<file path="config.mk">
export PLATFORM = sky130hd
export DESIGN_NAME = hfesc_core
export DESIGN_NICKNAME = d
export VERILOG_FILES = /design/src/hw/hfesc_pkg.sv /design/src/hw/hfesc_core.sv
export SDC_FILE = /design/constraint.sdc
export NUM_CORES = 1
export LEC_CHECK = 0
export BUFFER_PORTS_ARGS = -buffer_cell sky130_fd_sc_hd__buf_4
export CAP_MARGIN = 0
export CORE_MARGIN = 4
export CORE_UTILIZATION = 48
export DETAILED_ROUTE_END_ITERATION = 7
export PLACE_DENSITY = 0.77
export SYNTH_ARGS = -nofsm -noshare
export SYNTH_HDL_FRONTEND = slang
export SYNTH_SLANG_ARGS = --single-unit
</file>
<file path="constraint.sdc">
create_clock -name sys_clk_i -period 1.51 [get_ports sys_clk_i]
set_input_delay 0.0755 -clock sys_clk_i [delete_from_list [all_inputs] [get_ports sys_clk_i]]
set_output_delay 0.0755 -clock sys_clk_i [all_outputs]
set_load 0.01 [all_outputs]
</file>
<file path="src/hw/hfesc_pkg.sv">
// package for the fault escalation logic: register map, field positions, types
// assumes a plain register port with one-cycle read latency
package hfesc_pkg;

  // ----------------------------------------------------------------------
  // register map (byte addresses)
  // ----------------------------------------------------------------------
  localparam logic [3:0] HFESC_ADDR_STATUS  = 4'h0;
  localparam logic [3:0] HFESC_ADDR_CONTROL = 4'h4;
  localparam logic [3:0] HFESC_ADDR_STATE   = 4'h8;

  // ----------------------------------------------------------------------
  // status fields
  // ----------------------------------------------------------------------
  localparam int HFESC_BIT_DEBUG_EVENT = 31;
  localparam int HFESC_BIT_ESCALATED   = 30;
  localparam int HFESC_BIT_VECTOR_FAIL = 1;
  localparam logic [31:0] HFESC_STATUS_RESET = 32'h0000_0000;

  // ----------------------------------------------------------------------
  // control fields
  // ----------------------------------------------------------------------
  localparam int HFESC_BIT_MASK      = 0;
  localparam int HFESC_BIT_PROT_TOP  = 1;
  localparam int HFESC_BIT_STK_IGN   = 2;
  localparam int HFESC_BIT_BUS_IGN   = 3;
  localparam int HFESC_BIT_CFG_EN_LO = 4;
  localparam logic [31:0] HFESC_CONTROL_RESET = 32'h0000_0000;

  // ----------------------------------------------------------------------
  // types
  // ----------------------------------------------------------------------
  typedef enum logic [1:0] {
    HFESC_ACT_NONE     = 2'b00,
    HFESC_ACT_ESCALATE = 2'b01,
    HFESC_ACT_TAKE_NOW = 2'b10,
    HFESC_ACT_PEND     = 2'b11
  } hfesc_action_type;

  typedef struct packed {
    logic       valid;
    logic [1:0] cls;
    logic       is_lazy;
    logic       is_stack;
  } hfesc_fault_type;

  typedef struct packed {
    logic [1:0] outcome;
    logic [1:0] cls;
  } hfesc_decision_type;

endpackage

</file>
<file path="src/hw/hfesc_core.sv">
// fault escalation logic of the exception unit
// assumes synchronous inputs on sys_clk_i; priorities signed, lower value = higher urgency
// What this block does
// - vector fetch bus error raises the unrecoverable fault
// - vector fetch security violation raises the unrecoverable fault
// - supervisor call at blocked priority raises the unrecoverable fault
// - breakpoint instruction with debug disabled raises the unrecoverable fault
// - disabled configurable fault escalates to the unrecoverable fault
// - debug-caused fault sets status bit 31
// - escalated fault sets status bit 30
// - vector fetch failure sets status bit 1
// - status flags stay set until software writes one to clear
// - stacking errors are judged against the interrupted code priority
// - stacking error escalates if fault disabled or not above interrupted code
// - fault above both levels runs first, incoming exception stays pending
// - fault between levels runs after the incoming exception handler
// - deferred float save fault follows the stacking fault ladder but never pends the incoming exception
// - deferred save fault above running handler is taken at once
// - deferred save fault above interrupted code but not above running handler pends until it ends
// - escalation mask blocks all exceptions except the nonmaskable interrupt
// - protection enable resets to zero, zero disables protection at -1 and -2
// - stack limit ignore skips the check at priority -1
// - bus fault ignore suppresses data bus faults at -1 and -2
`timescale 1ns/10ps
module hfesc_core
  import hfesc_pkg::*;
#(
  parameter int PRIO_W = 9
) (
  input  wire logic              sys_clk_i,
  input  wire logic              reset_n_i,
  input  wire logic [3:0]        reg_addr_i,
  input  wire logic [31:0]       reg_wdata_i,
  input  wire logic              reg_write_i,
  input  wire logic              reg_read_i,
  output logic      [31:0]       reg_rdata_o,
  input  wire logic              vec_bus_err_i,
  input  wire logic              vec_sec_err_i,
  input  wire logic              svc_exec_i,
  input  wire logic signed [PRIO_W-1:0] svc_prio_i,
  input  wire logic signed [PRIO_W-1:0] exec_prio_i,
  input  wire logic              breakpoint_instruction_exec_i,
  input  wire logic              debug_enabled_i,
  input  wire logic              debug_event_i,
  input  wire hfesc_fault_type   fault_i,
  input  wire logic signed [PRIO_W-1:0] fault_prio_i,
  input  wire logic signed [PRIO_W-1:0] interrupted_prio_i,
  input  wire logic signed [PRIO_W-1:0] incoming_prio_i,
  input  wire logic              data_bus_err_i,
  input  wire logic              stack_limit_hit_i,
  input  wire logic              nmi_req_i,
  input  wire logic              exc_req_i,
  output logic                   hard_fault_o,
  output hfesc_decision_type     decision_o,
  output logic                   incoming_pend_o,
  output logic                   exc_allowed_o,
  output logic                   nmi_allowed_o,
  output logic                   prot_active_o,
  output logic                   stack_check_active_o,
  output logic                   data_bus_fault_o
);

  // ----------------------------------------------------------------------
  // elaboration checks
  // ----------------------------------------------------------------------
  if (PRIO_W < 3 || PRIO_W > 16) begin : g_bad_w
    $error("PRIO_W out of range");
  end

  localparam logic signed [PRIO_W-1:0] PRIO_M1 = PRIO_W'(-1);
  localparam logic signed [PRIO_W-1:0] PRIO_M2 = PRIO_W'(-2);

  // ----------------------------------------------------------------------
  // helpers
  // ----------------------------------------------------------------------
  function automatic logic outranks(input logic signed [PRIO_W-1:0] a,
                                    input logic signed [PRIO_W-1:0] b);
    outranks = (a < b);
  endfunction

  function automatic logic is_top_prio(input logic signed [PRIO_W-1:0] p);
    is_top_prio = (p == PRIO_M1) || (p == PRIO_M2);
  endfunction

  // ----------------------------------------------------------------------
  // control register
  // ----------------------------------------------------------------------
  logic [31:0] control_q;
  logic        mask_set;
  logic        prot_top_en;
  logic        stk_ign;
  logic        bus_ign;
  logic [3:0]  cfg_en;
  logic        wr_status;
  logic        wr_control;

  assign wr_status   = reg_write_i && (reg_addr_i == HFESC_ADDR_STATUS);
  assign wr_control  = reg_write_i && (reg_addr_i == HFESC_ADDR_CONTROL);
  assign mask_set    = control_q[HFESC_BIT_MASK];
  assign prot_top_en = control_q[HFESC_BIT_PROT_TOP];
  assign stk_ign     = control_q[HFESC_BIT_STK_IGN];
  assign bus_ign     = control_q[HFESC_BIT_BUS_IGN];
  assign cfg_en      = control_q[HFESC_BIT_CFG_EN_LO +: 4];

  always_ff @(posedge sys_clk_i or negedge reset_n_i) begin
    if (!reset_n_i) begin
      control_q <= HFESC_CONTROL_RESET;
    end else if (wr_control) begin
      control_q <= {24'h00_0000, reg_wdata_i[7:0]};
    end
  end

  // ----------------------------------------------------------------------
  // stacking and deferred save fault decision
  // ----------------------------------------------------------------------
  logic        cfg_on;
  logic [1:0]  outcome;
  logic        pend_incoming;

  assign cfg_on = cfg_en[fault_i.cls];

  always_comb begin
    outcome       = HFESC_ACT_NONE;
    pend_incoming = 1'b0;
    if (fault_i.valid) begin
      if (!cfg_on) begin
        outcome = HFESC_ACT_ESCALATE;
      end else if (fault_i.is_stack || fault_i.is_lazy) begin
        // deferred save uses the same ladder
        if (!outranks(fault_prio_i, interrupted_prio_i)) begin
          outcome = HFESC_ACT_ESCALATE;
        end else if (outranks(fault_prio_i, incoming_prio_i)) begin
          outcome       = HFESC_ACT_TAKE_NOW;
          pend_incoming = fault_i.is_stack;
        end else begin
          outcome = HFESC_ACT_PEND;
        end
      end else begin
        outcome = HFESC_ACT_TAKE_NOW;
      end
    end
  end

  // ----------------------------------------------------------------------
  // unrecoverable fault sources
  // ----------------------------------------------------------------------
  logic vec_fail;
  logic svc_blocked;
  logic breakpoint_instruction_fault;
  logic escalated;
  logic hf_now;

  assign vec_fail    = vec_bus_err_i || vec_sec_err_i;
  assign svc_blocked = svc_exec_i && !outranks(svc_prio_i, exec_prio_i);
  assign breakpoint_instruction_fault  = breakpoint_instruction_exec_i && !debug_enabled_i;
  assign escalated   = (outcome == HFESC_ACT_ESCALATE);
  assign hf_now      = vec_fail || svc_blocked || breakpoint_instruction_fault || escalated || debug_event_i;

  always_ff @(posedge sys_clk_i or negedge reset_n_i) begin
    if (!reset_n_i) begin
      hard_fault_o    <= 1'b0;
      decision_o      <= '0;
      incoming_pend_o <= 1'b0;
    end else begin
      hard_fault_o    <= hf_now;
      decision_o      <= '{outcome: outcome, cls: fault_i.cls};
      incoming_pend_o <= pend_incoming;
    end
  end

  // ----------------------------------------------------------------------
  // cause status, write one to clear, set wins
  // ----------------------------------------------------------------------
  logic [31:0] status_q;
  logic [31:0] status_set;

  always_comb begin
    status_set = 32'h0000_0000;
    status_set[HFESC_BIT_DEBUG_EVENT] = debug_event_i;
    status_set[HFESC_BIT_ESCALATED]   = escalated;
    status_set[HFESC_BIT_VECTOR_FAIL] = vec_fail;
  end

  always_ff @(posedge sys_clk_i or negedge reset_n_i) begin
    if (!reset_n_i) begin
      status_q <= HFESC_STATUS_RESET;
    end else begin
      status_q <= (status_q & ~(wr_status ? reg_wdata_i : 32'h0000_0000)) | status_set;
    end
  end

  // ----------------------------------------------------------------------
  // top priority overrides
  // ----------------------------------------------------------------------
  logic at_top;

  assign at_top               = is_top_prio(exec_prio_i);
  assign exc_allowed_o        = exc_req_i && !mask_set;
  assign nmi_allowed_o        = nmi_req_i;
  assign prot_active_o        = !(at_top && !prot_top_en);
  assign stack_check_active_o = stack_limit_hit_i && !(stk_ign && exec_prio_i == PRIO_M1);
  assign data_bus_fault_o     = data_bus_err_i && !(bus_ign && at_top);

  // ----------------------------------------------------------------------
  // register read
  // ----------------------------------------------------------------------
  always_ff @(posedge sys_clk_i or negedge reset_n_i) begin
    if (!reset_n_i) begin
      reg_rdata_o <= 32'h0000_0000;
    end else if (reg_read_i) begin
      unique case (reg_addr_i)
        HFESC_ADDR_STATUS:  reg_rdata_o <= status_q;
        HFESC_ADDR_CONTROL: reg_rdata_o <= control_q;
        HFESC_ADDR_STATE:   reg_rdata_o <= {28'h000_0000, incoming_pend_o,
                                            hard_fault_o, decision_o.outcome};
        default:            reg_rdata_o <= 32'h0000_0000;
      endcase
    end else begin
      reg_rdata_o <= 32'h0000_0000;
    end
  end

  for (genvar k = 0; k < 4; k++) begin : g_cls_chk

  end
endmodule

</file>
# --- Word level (Yosys, flattened, before mapping) ---
# Cells that the tools add are included.
totals:
  wordCells: 59
  input_bits: 100
  output_inout_bits: 43
  regBits: 78
classes:
  n_eq_ne: 5
  n_bitwise: 3
  muxes: 15
  magnitude_cmp: 4
  n_reduce_logical: 25
ops:
  columns: ["operator", "count"]
  rows:
  - ["$pmux W32 S3", 1]
  - ["$mux W32", 2]
  - ["$and A32 B32 Y32", 1]
  - ["$not A32 Y32", 1]
  - ["$or A32 B32 Y32", 1]
  - ["$lt A9 B9 Y1", 3]
  - ["$logic_and A1 B1 Y1", 10]
  - ["$eq A9 B1 Y1 const B", 1]
  - ["$eq A9 B2 Y1 const B", 1]
  - ["$mux W2", 4]
  - ["$logic_not A1 Y1", 7]
  - ["$logic_or A1 B1 Y1", 7]
  - ["$mux W1", 7]
  - ["$eq A4 B3 Y1 const B", 1]
  - ["$eq A4 B4 Y1 const B", 1]
  - ["$logic_not A4 Y1", 1]
  - ["$lt A2 B3 Y1 const B", 1]
  - ["$bmux W1 S2", 1]
  - ["$eq A2 B1 Y1 const B", 1]

# --- Longest topological paths before layout ---
depth:
  word_depth: 9
  mapped_depth: 7
  mapped_depth_nobuf: 7

# --- Least setup slack after synthesis ---
# No wires, ideal clock.
synth_timing:
  path_type: "input-to-reg"
  from: "input interrupted_prio_i[1]"
  to: "register hard_fault_o"
  setup_slack_ps: 77
  arrival_time_ps: 1301
  setup_ps: 131
  cell_stages: 6
  cell_sequence: "inv_1 ha_1 a2111o_1 a21oi_2 o22ai_1 or3_1"
synth_via:
  elab_chain_cells: 8
synth_lines:
  columns: ["element", "line_no", "source"]
  rows:
  - ["start, declared", "hfesc_core.sv:47", "input wire logic signed [PRIO_W-1:0] interrupted_prio_i,"]
  - ["$lt A9 B9 Y1", "hfesc_core.sv:78", "outranks = (a < b);"]
  - ["$mux W2", "hfesc_core.sv:130", "if (!outranks(fault_prio_i, interrupted_prio_i)) begin"]
  - ["$mux W2", "hfesc_core.sv:128", "end else if (fault_i.is_stack || fault_i.is_lazy) begin"]
  - ["$mux W2", "hfesc_core.sv:126", "if (!cfg_on) begin"]
  - ["$mux W2", "hfesc_core.sv:125", "if (fault_i.valid) begin"]
  - ["$eq A2 B1 Y1", "hfesc_core.sv:156", "assign escalated = (outcome == HFESC_ACT_ESCALATE);"]
  - ["$logic_or A1 B1 Y1 (2 in a row)", "hfesc_core.sv:157", "assign hf_now = vec_fail || svc_blocked || breakpoint_instruction_fault || escalated || debug_event_i;"]
  - ["net hf_now", "hfesc_core.sv:151", "logic hf_now;"]
  - ["end signal, assigned", "hfesc_core.sv:165", "hard_fault_o <= hf_now;"]
  - ["end, declared", "hfesc_core.sv:53", "output logic hard_fault_o,"]
# The timed path passes the listed nets, and every way through them passes these cells.
# A chain may end at the register's enable or synchronous reset.

# --- Worst setup path after layout ---
layout_timing:
  from: "input fault_i[2] in the netlist's numbering"
  to: "register decision_o[2] in the netlist's numbering"
layout_via:
  elab_chain_cells: 4
layout_lines:
  columns: ["element", "line_no", "source"]
  rows:
  - ["start, declared", "hfesc_core.sv:45", "input wire hfesc_fault_type fault_i,"]
  - ["$bmux W1 S2", "hfesc_core.sv:120", "assign cfg_on = cfg_en[fault_i.cls];"]
  - ["$mux W1 (not written as such)", "hfesc_core.sv:120", null]
  - ["$mux W2", "hfesc_core.sv:126", null]
  - ["$mux W2", "hfesc_core.sv:125", null]
  - ["net outcome[0]", "hfesc_core.sv:117", "logic [1:0] outcome;"]
  - ["end signal, assigned", "hfesc_core.sv:166", "decision_o <= '{outcome: outcome, cls: fault_i.cls};"]
  - ["end, declared", "hfesc_core.sv:54", "output hfesc_decision_type decision_o,"]
# The timed path passes the listed nets, and every way through them passes these cells. The select of a mux whose other input is x is not followed.

==> summary.txt <==
Synth
  • Post-synth EDFFs: 0
  • Top-count cell post-synth: dfrtp_1
  • Yosys warns: 0
  • Synthesized instance count: approximately 300
  • Unique cell type count in the Yosys netlist: 37
  • Cell Area, Synth: 0.00344 mm^2
  • Avg Inst Size Synth: 11.6 um^2
  • Seq/Total Area, Yosys: between 50% and 60%
  • Top FF cell, synth: dfrtp_1
  • #FFs+latches synth: 78
  • Synth top area cells: dfrtp_1 (57%), ha_1 (8.7%), a21boi_0 (6.5%)
  • Asr flop ratio synth: 100%
  • Commonest cells in the netlist: dfrtp_1 (78), a21boi_0 (30), inv_1 (30)
  • Post-Synthesis Net Count: 420
  • Cell taking the most area after synthesis: dfrtp_1
  • Top cell type's share of synthesized area: between 50% and 60%

Cells and area
  • Fin util: 76.8%
  • Filler cell count: 476
  • Final non-filler cell total: 587
  • Layout Nets: 611
  • Ant diodes: 0
  • Design area: ~0.0053 mm^2
  • Fraction of layout cells with a size suffix above 1: between 30 and 40%
  • Syn-to-layout area delta: 53.1%

Floorplan
  • Total die area: 0.00859 mm^2
  • CORE AREA: 0.00687 mm^2
  • Site Rows: 30
  • Die Height: slightly above 90 um
  • Starting Density: 50.1%
  • # IOs: ~140
  • Horiz. Die Dim: 92.7 um

Clocking
  • Gates resized, CTS repair: 0
  • Bufs on Longest Clock Path: 2
  • H-Tree Depth: 3
  • Total CTS buffers: 9
  • Reg clk slew, reported paths: 0.07 ns
  • TritonCTS clock tree: yes
  • Clk Tree Root Cell: clkbuf_8
  • Hold_buf cts: 37
  • Clock sink count: 78
  • Post-CTS Setup Repair Bufs: 0
  • Skew-Pair Late Insertion Delay: 0.34 ns

Timing
  • Worst-margin pin slew: 0.425 ns
  • Worst Hold Slack: 0.0217 ns
  • Relative slew margins: between 70% and 80%
  • FMAX: 0.679 GHz
  • Final period util: just under 100%
  • RSZ-0062 raised after global routing: false
  • Layout Skew: just under 0.006 ns
  • Post-layout min period: 1.47 ns
  • Fin Setup TNS: 0 ns
  • Final Hold Violating Endpoints: 0
  • Setup-failing EPs final: 0
  • Count of pins over their slew limit: 0

Worst setup path
  • Worst endpoint required time: 1.79 ns
  • CP arrival: ~1.8 ns
  • Crit start category: input port
  • Worst Path Max Fanout: 2
  • Crit Path Class: input port to flip-flop
  • Critical Path End Type: flip-flop

Global routing
  • GRT met3 Usage: 5.20%
  • GRT Residual Overflow: 0
  • Total Routing Usage GR: about 22%
  • Met1 usage: 24.3%
  • Initial antenna violation count: 0
  • Vias in the first global route: between 3,000 and 4,000
  • Global-route wire length before repair: roughly 14,000 um
  • GR peak layer: met2
  • Largest net degree at the start of global routing: 46
  • Global-route met2 utilization: 40.3%

Hold path
  • HP Class: input port to flip-flop

Power
  • Static leakage: 2.76 nW
  • Max VDD drop: 0.633 mV
  • Power per Cell Area: 867 mW/mm^2

Placement
  • Detailed Place HPWL: 6390 um
  • Post-DP Area: ~0.0047 mm^2
  • IO Port Bufs: 140
  • Inst Count DP: 535
  • GP Congestion: 0.773

Route
  • DRT iter0 DRCs: 115
  • Routed Antenna Nets: 0
  • DR pass1 iterations: 4
  • Vias after detailed routing: around 2,900
  • Vias per cell: 4.86
  • WL final: 9080 um
  • WL/cell: approximately 15 um
  • DRC violations left: 0

Outcome
  • Status: complete, no violations

Flow run
  • Max Cap Viol: 0
==> cell usage in the layout (no fill, tap or decap), drive strengths merged, types with 10 or more instances in the layout <==
cell type,count
dfrtp,78
dlygate4sd3,37
inv,31
a21boi,30
ha,24
buf,151
and2,24
nor2,19
nand2,11
a21oi,10
==> layer usage <==
layer	vias up	routed length (um)	share of wire (%)
met3	14	536	5.9
met2	92	4950	54
li1	1383	-	-
met1	1366	3470	38
met4	0	128	1.4
met5	-	0	0
==> cell type report <==
type | count | area, um^2 | share of cell area, %
multi-input cells | 180 | 1350 | 25.6
clock buffers | 9 | 124 | 2.35
well taps | 96 | 120 | 2.28
repair buffers | 188 | 1530 | 29.0
inverters | 30 | 113 | 2.14
flip-flops and latches | 78 | 1950 | 37.0
clock inverters | 6 | 86.3 | 1.64
==> sequential cells by signal, summed over array words and instances (netlist names) <==
signal and cells:
control_q 8, decision_o 4, hard_fault_o 1, incoming_pend_o 1, reg_rdata_o 32, status_q 32
==> worst max-delay path: stages <==
cell           delay (ns)
dlygate4sd3_1        0.55
buf_4                0.13
mux4_2               0.52
o22ai_1              0.24
buf_4                0.16
a31o_2               0.08
==> kinds of logic (layout without fill, tap and decap cells) <==
kind of cell / Yosys count / count (layout) / synth area share (%)
flops: 78 / 78 / 56.7
mux: 17 / 17 / 5.60
buf+inv: 38 / 233 / 4.29
compound gates: 60 / 60 / 12.2
fa+ha+maj: 24 / 24 / 8.72
simple gates: 79 / 79 / 12.5
==> final timing paths <==
| kind | from | endpoint | slack (ns) | cells after the start |
|---|---|---|---|---|
| max | fault_i[2] | decision_o[2]$_DFF_PN0_ | 0.04 | 6 |
| min | fault_i[0] | incoming_pend_o$_DFF_PN0_ | 0.02 | 2 |
| max in group asynchronous | reset_n_i | status_q[0]$_DFF_PN0_ | 0.72 | 3 |
| min in group asynchronous | reset_n_i | reg_rdata_o[25]$_DFF_PN0_ | 0.21 | 2 |
| max reg2reg | control_q[7]$_DFFE_PN0P_ | decision_o[2]$_DFF_PN0_ | 0.07 | 4 |
| min reg2reg | status_q[25]$_DFF_PN0_ | reg_rdata_o[25]$_DFF_PN0_ | 0.48 | 1 |
==> through the flow <==
| step | setup WS, ns | total power [W] |
|---|---|---|
| floorplan | 0.0773 | 0.00249 |
| global placement | -0.0885 | 0.00285 |
| detailed placement | -0.146 | 0.00288 |
| CTS | 0.0534 | 0.00460 |
| global route | 0.0142 | 0.00477 |
| finish | 0.0377 | 0.00457 |
==> power by group <==
group          internal, W  switching [W]  total (W)
clock             0.000921       0.000731    0.00165
sequential         0.00215      0.0000525    0.00221
combinational     0.000425       0.000286   0.000712
total              0.00350        0.00107    0.00457
Note: power is estimated with default switching activity, not from simulation.
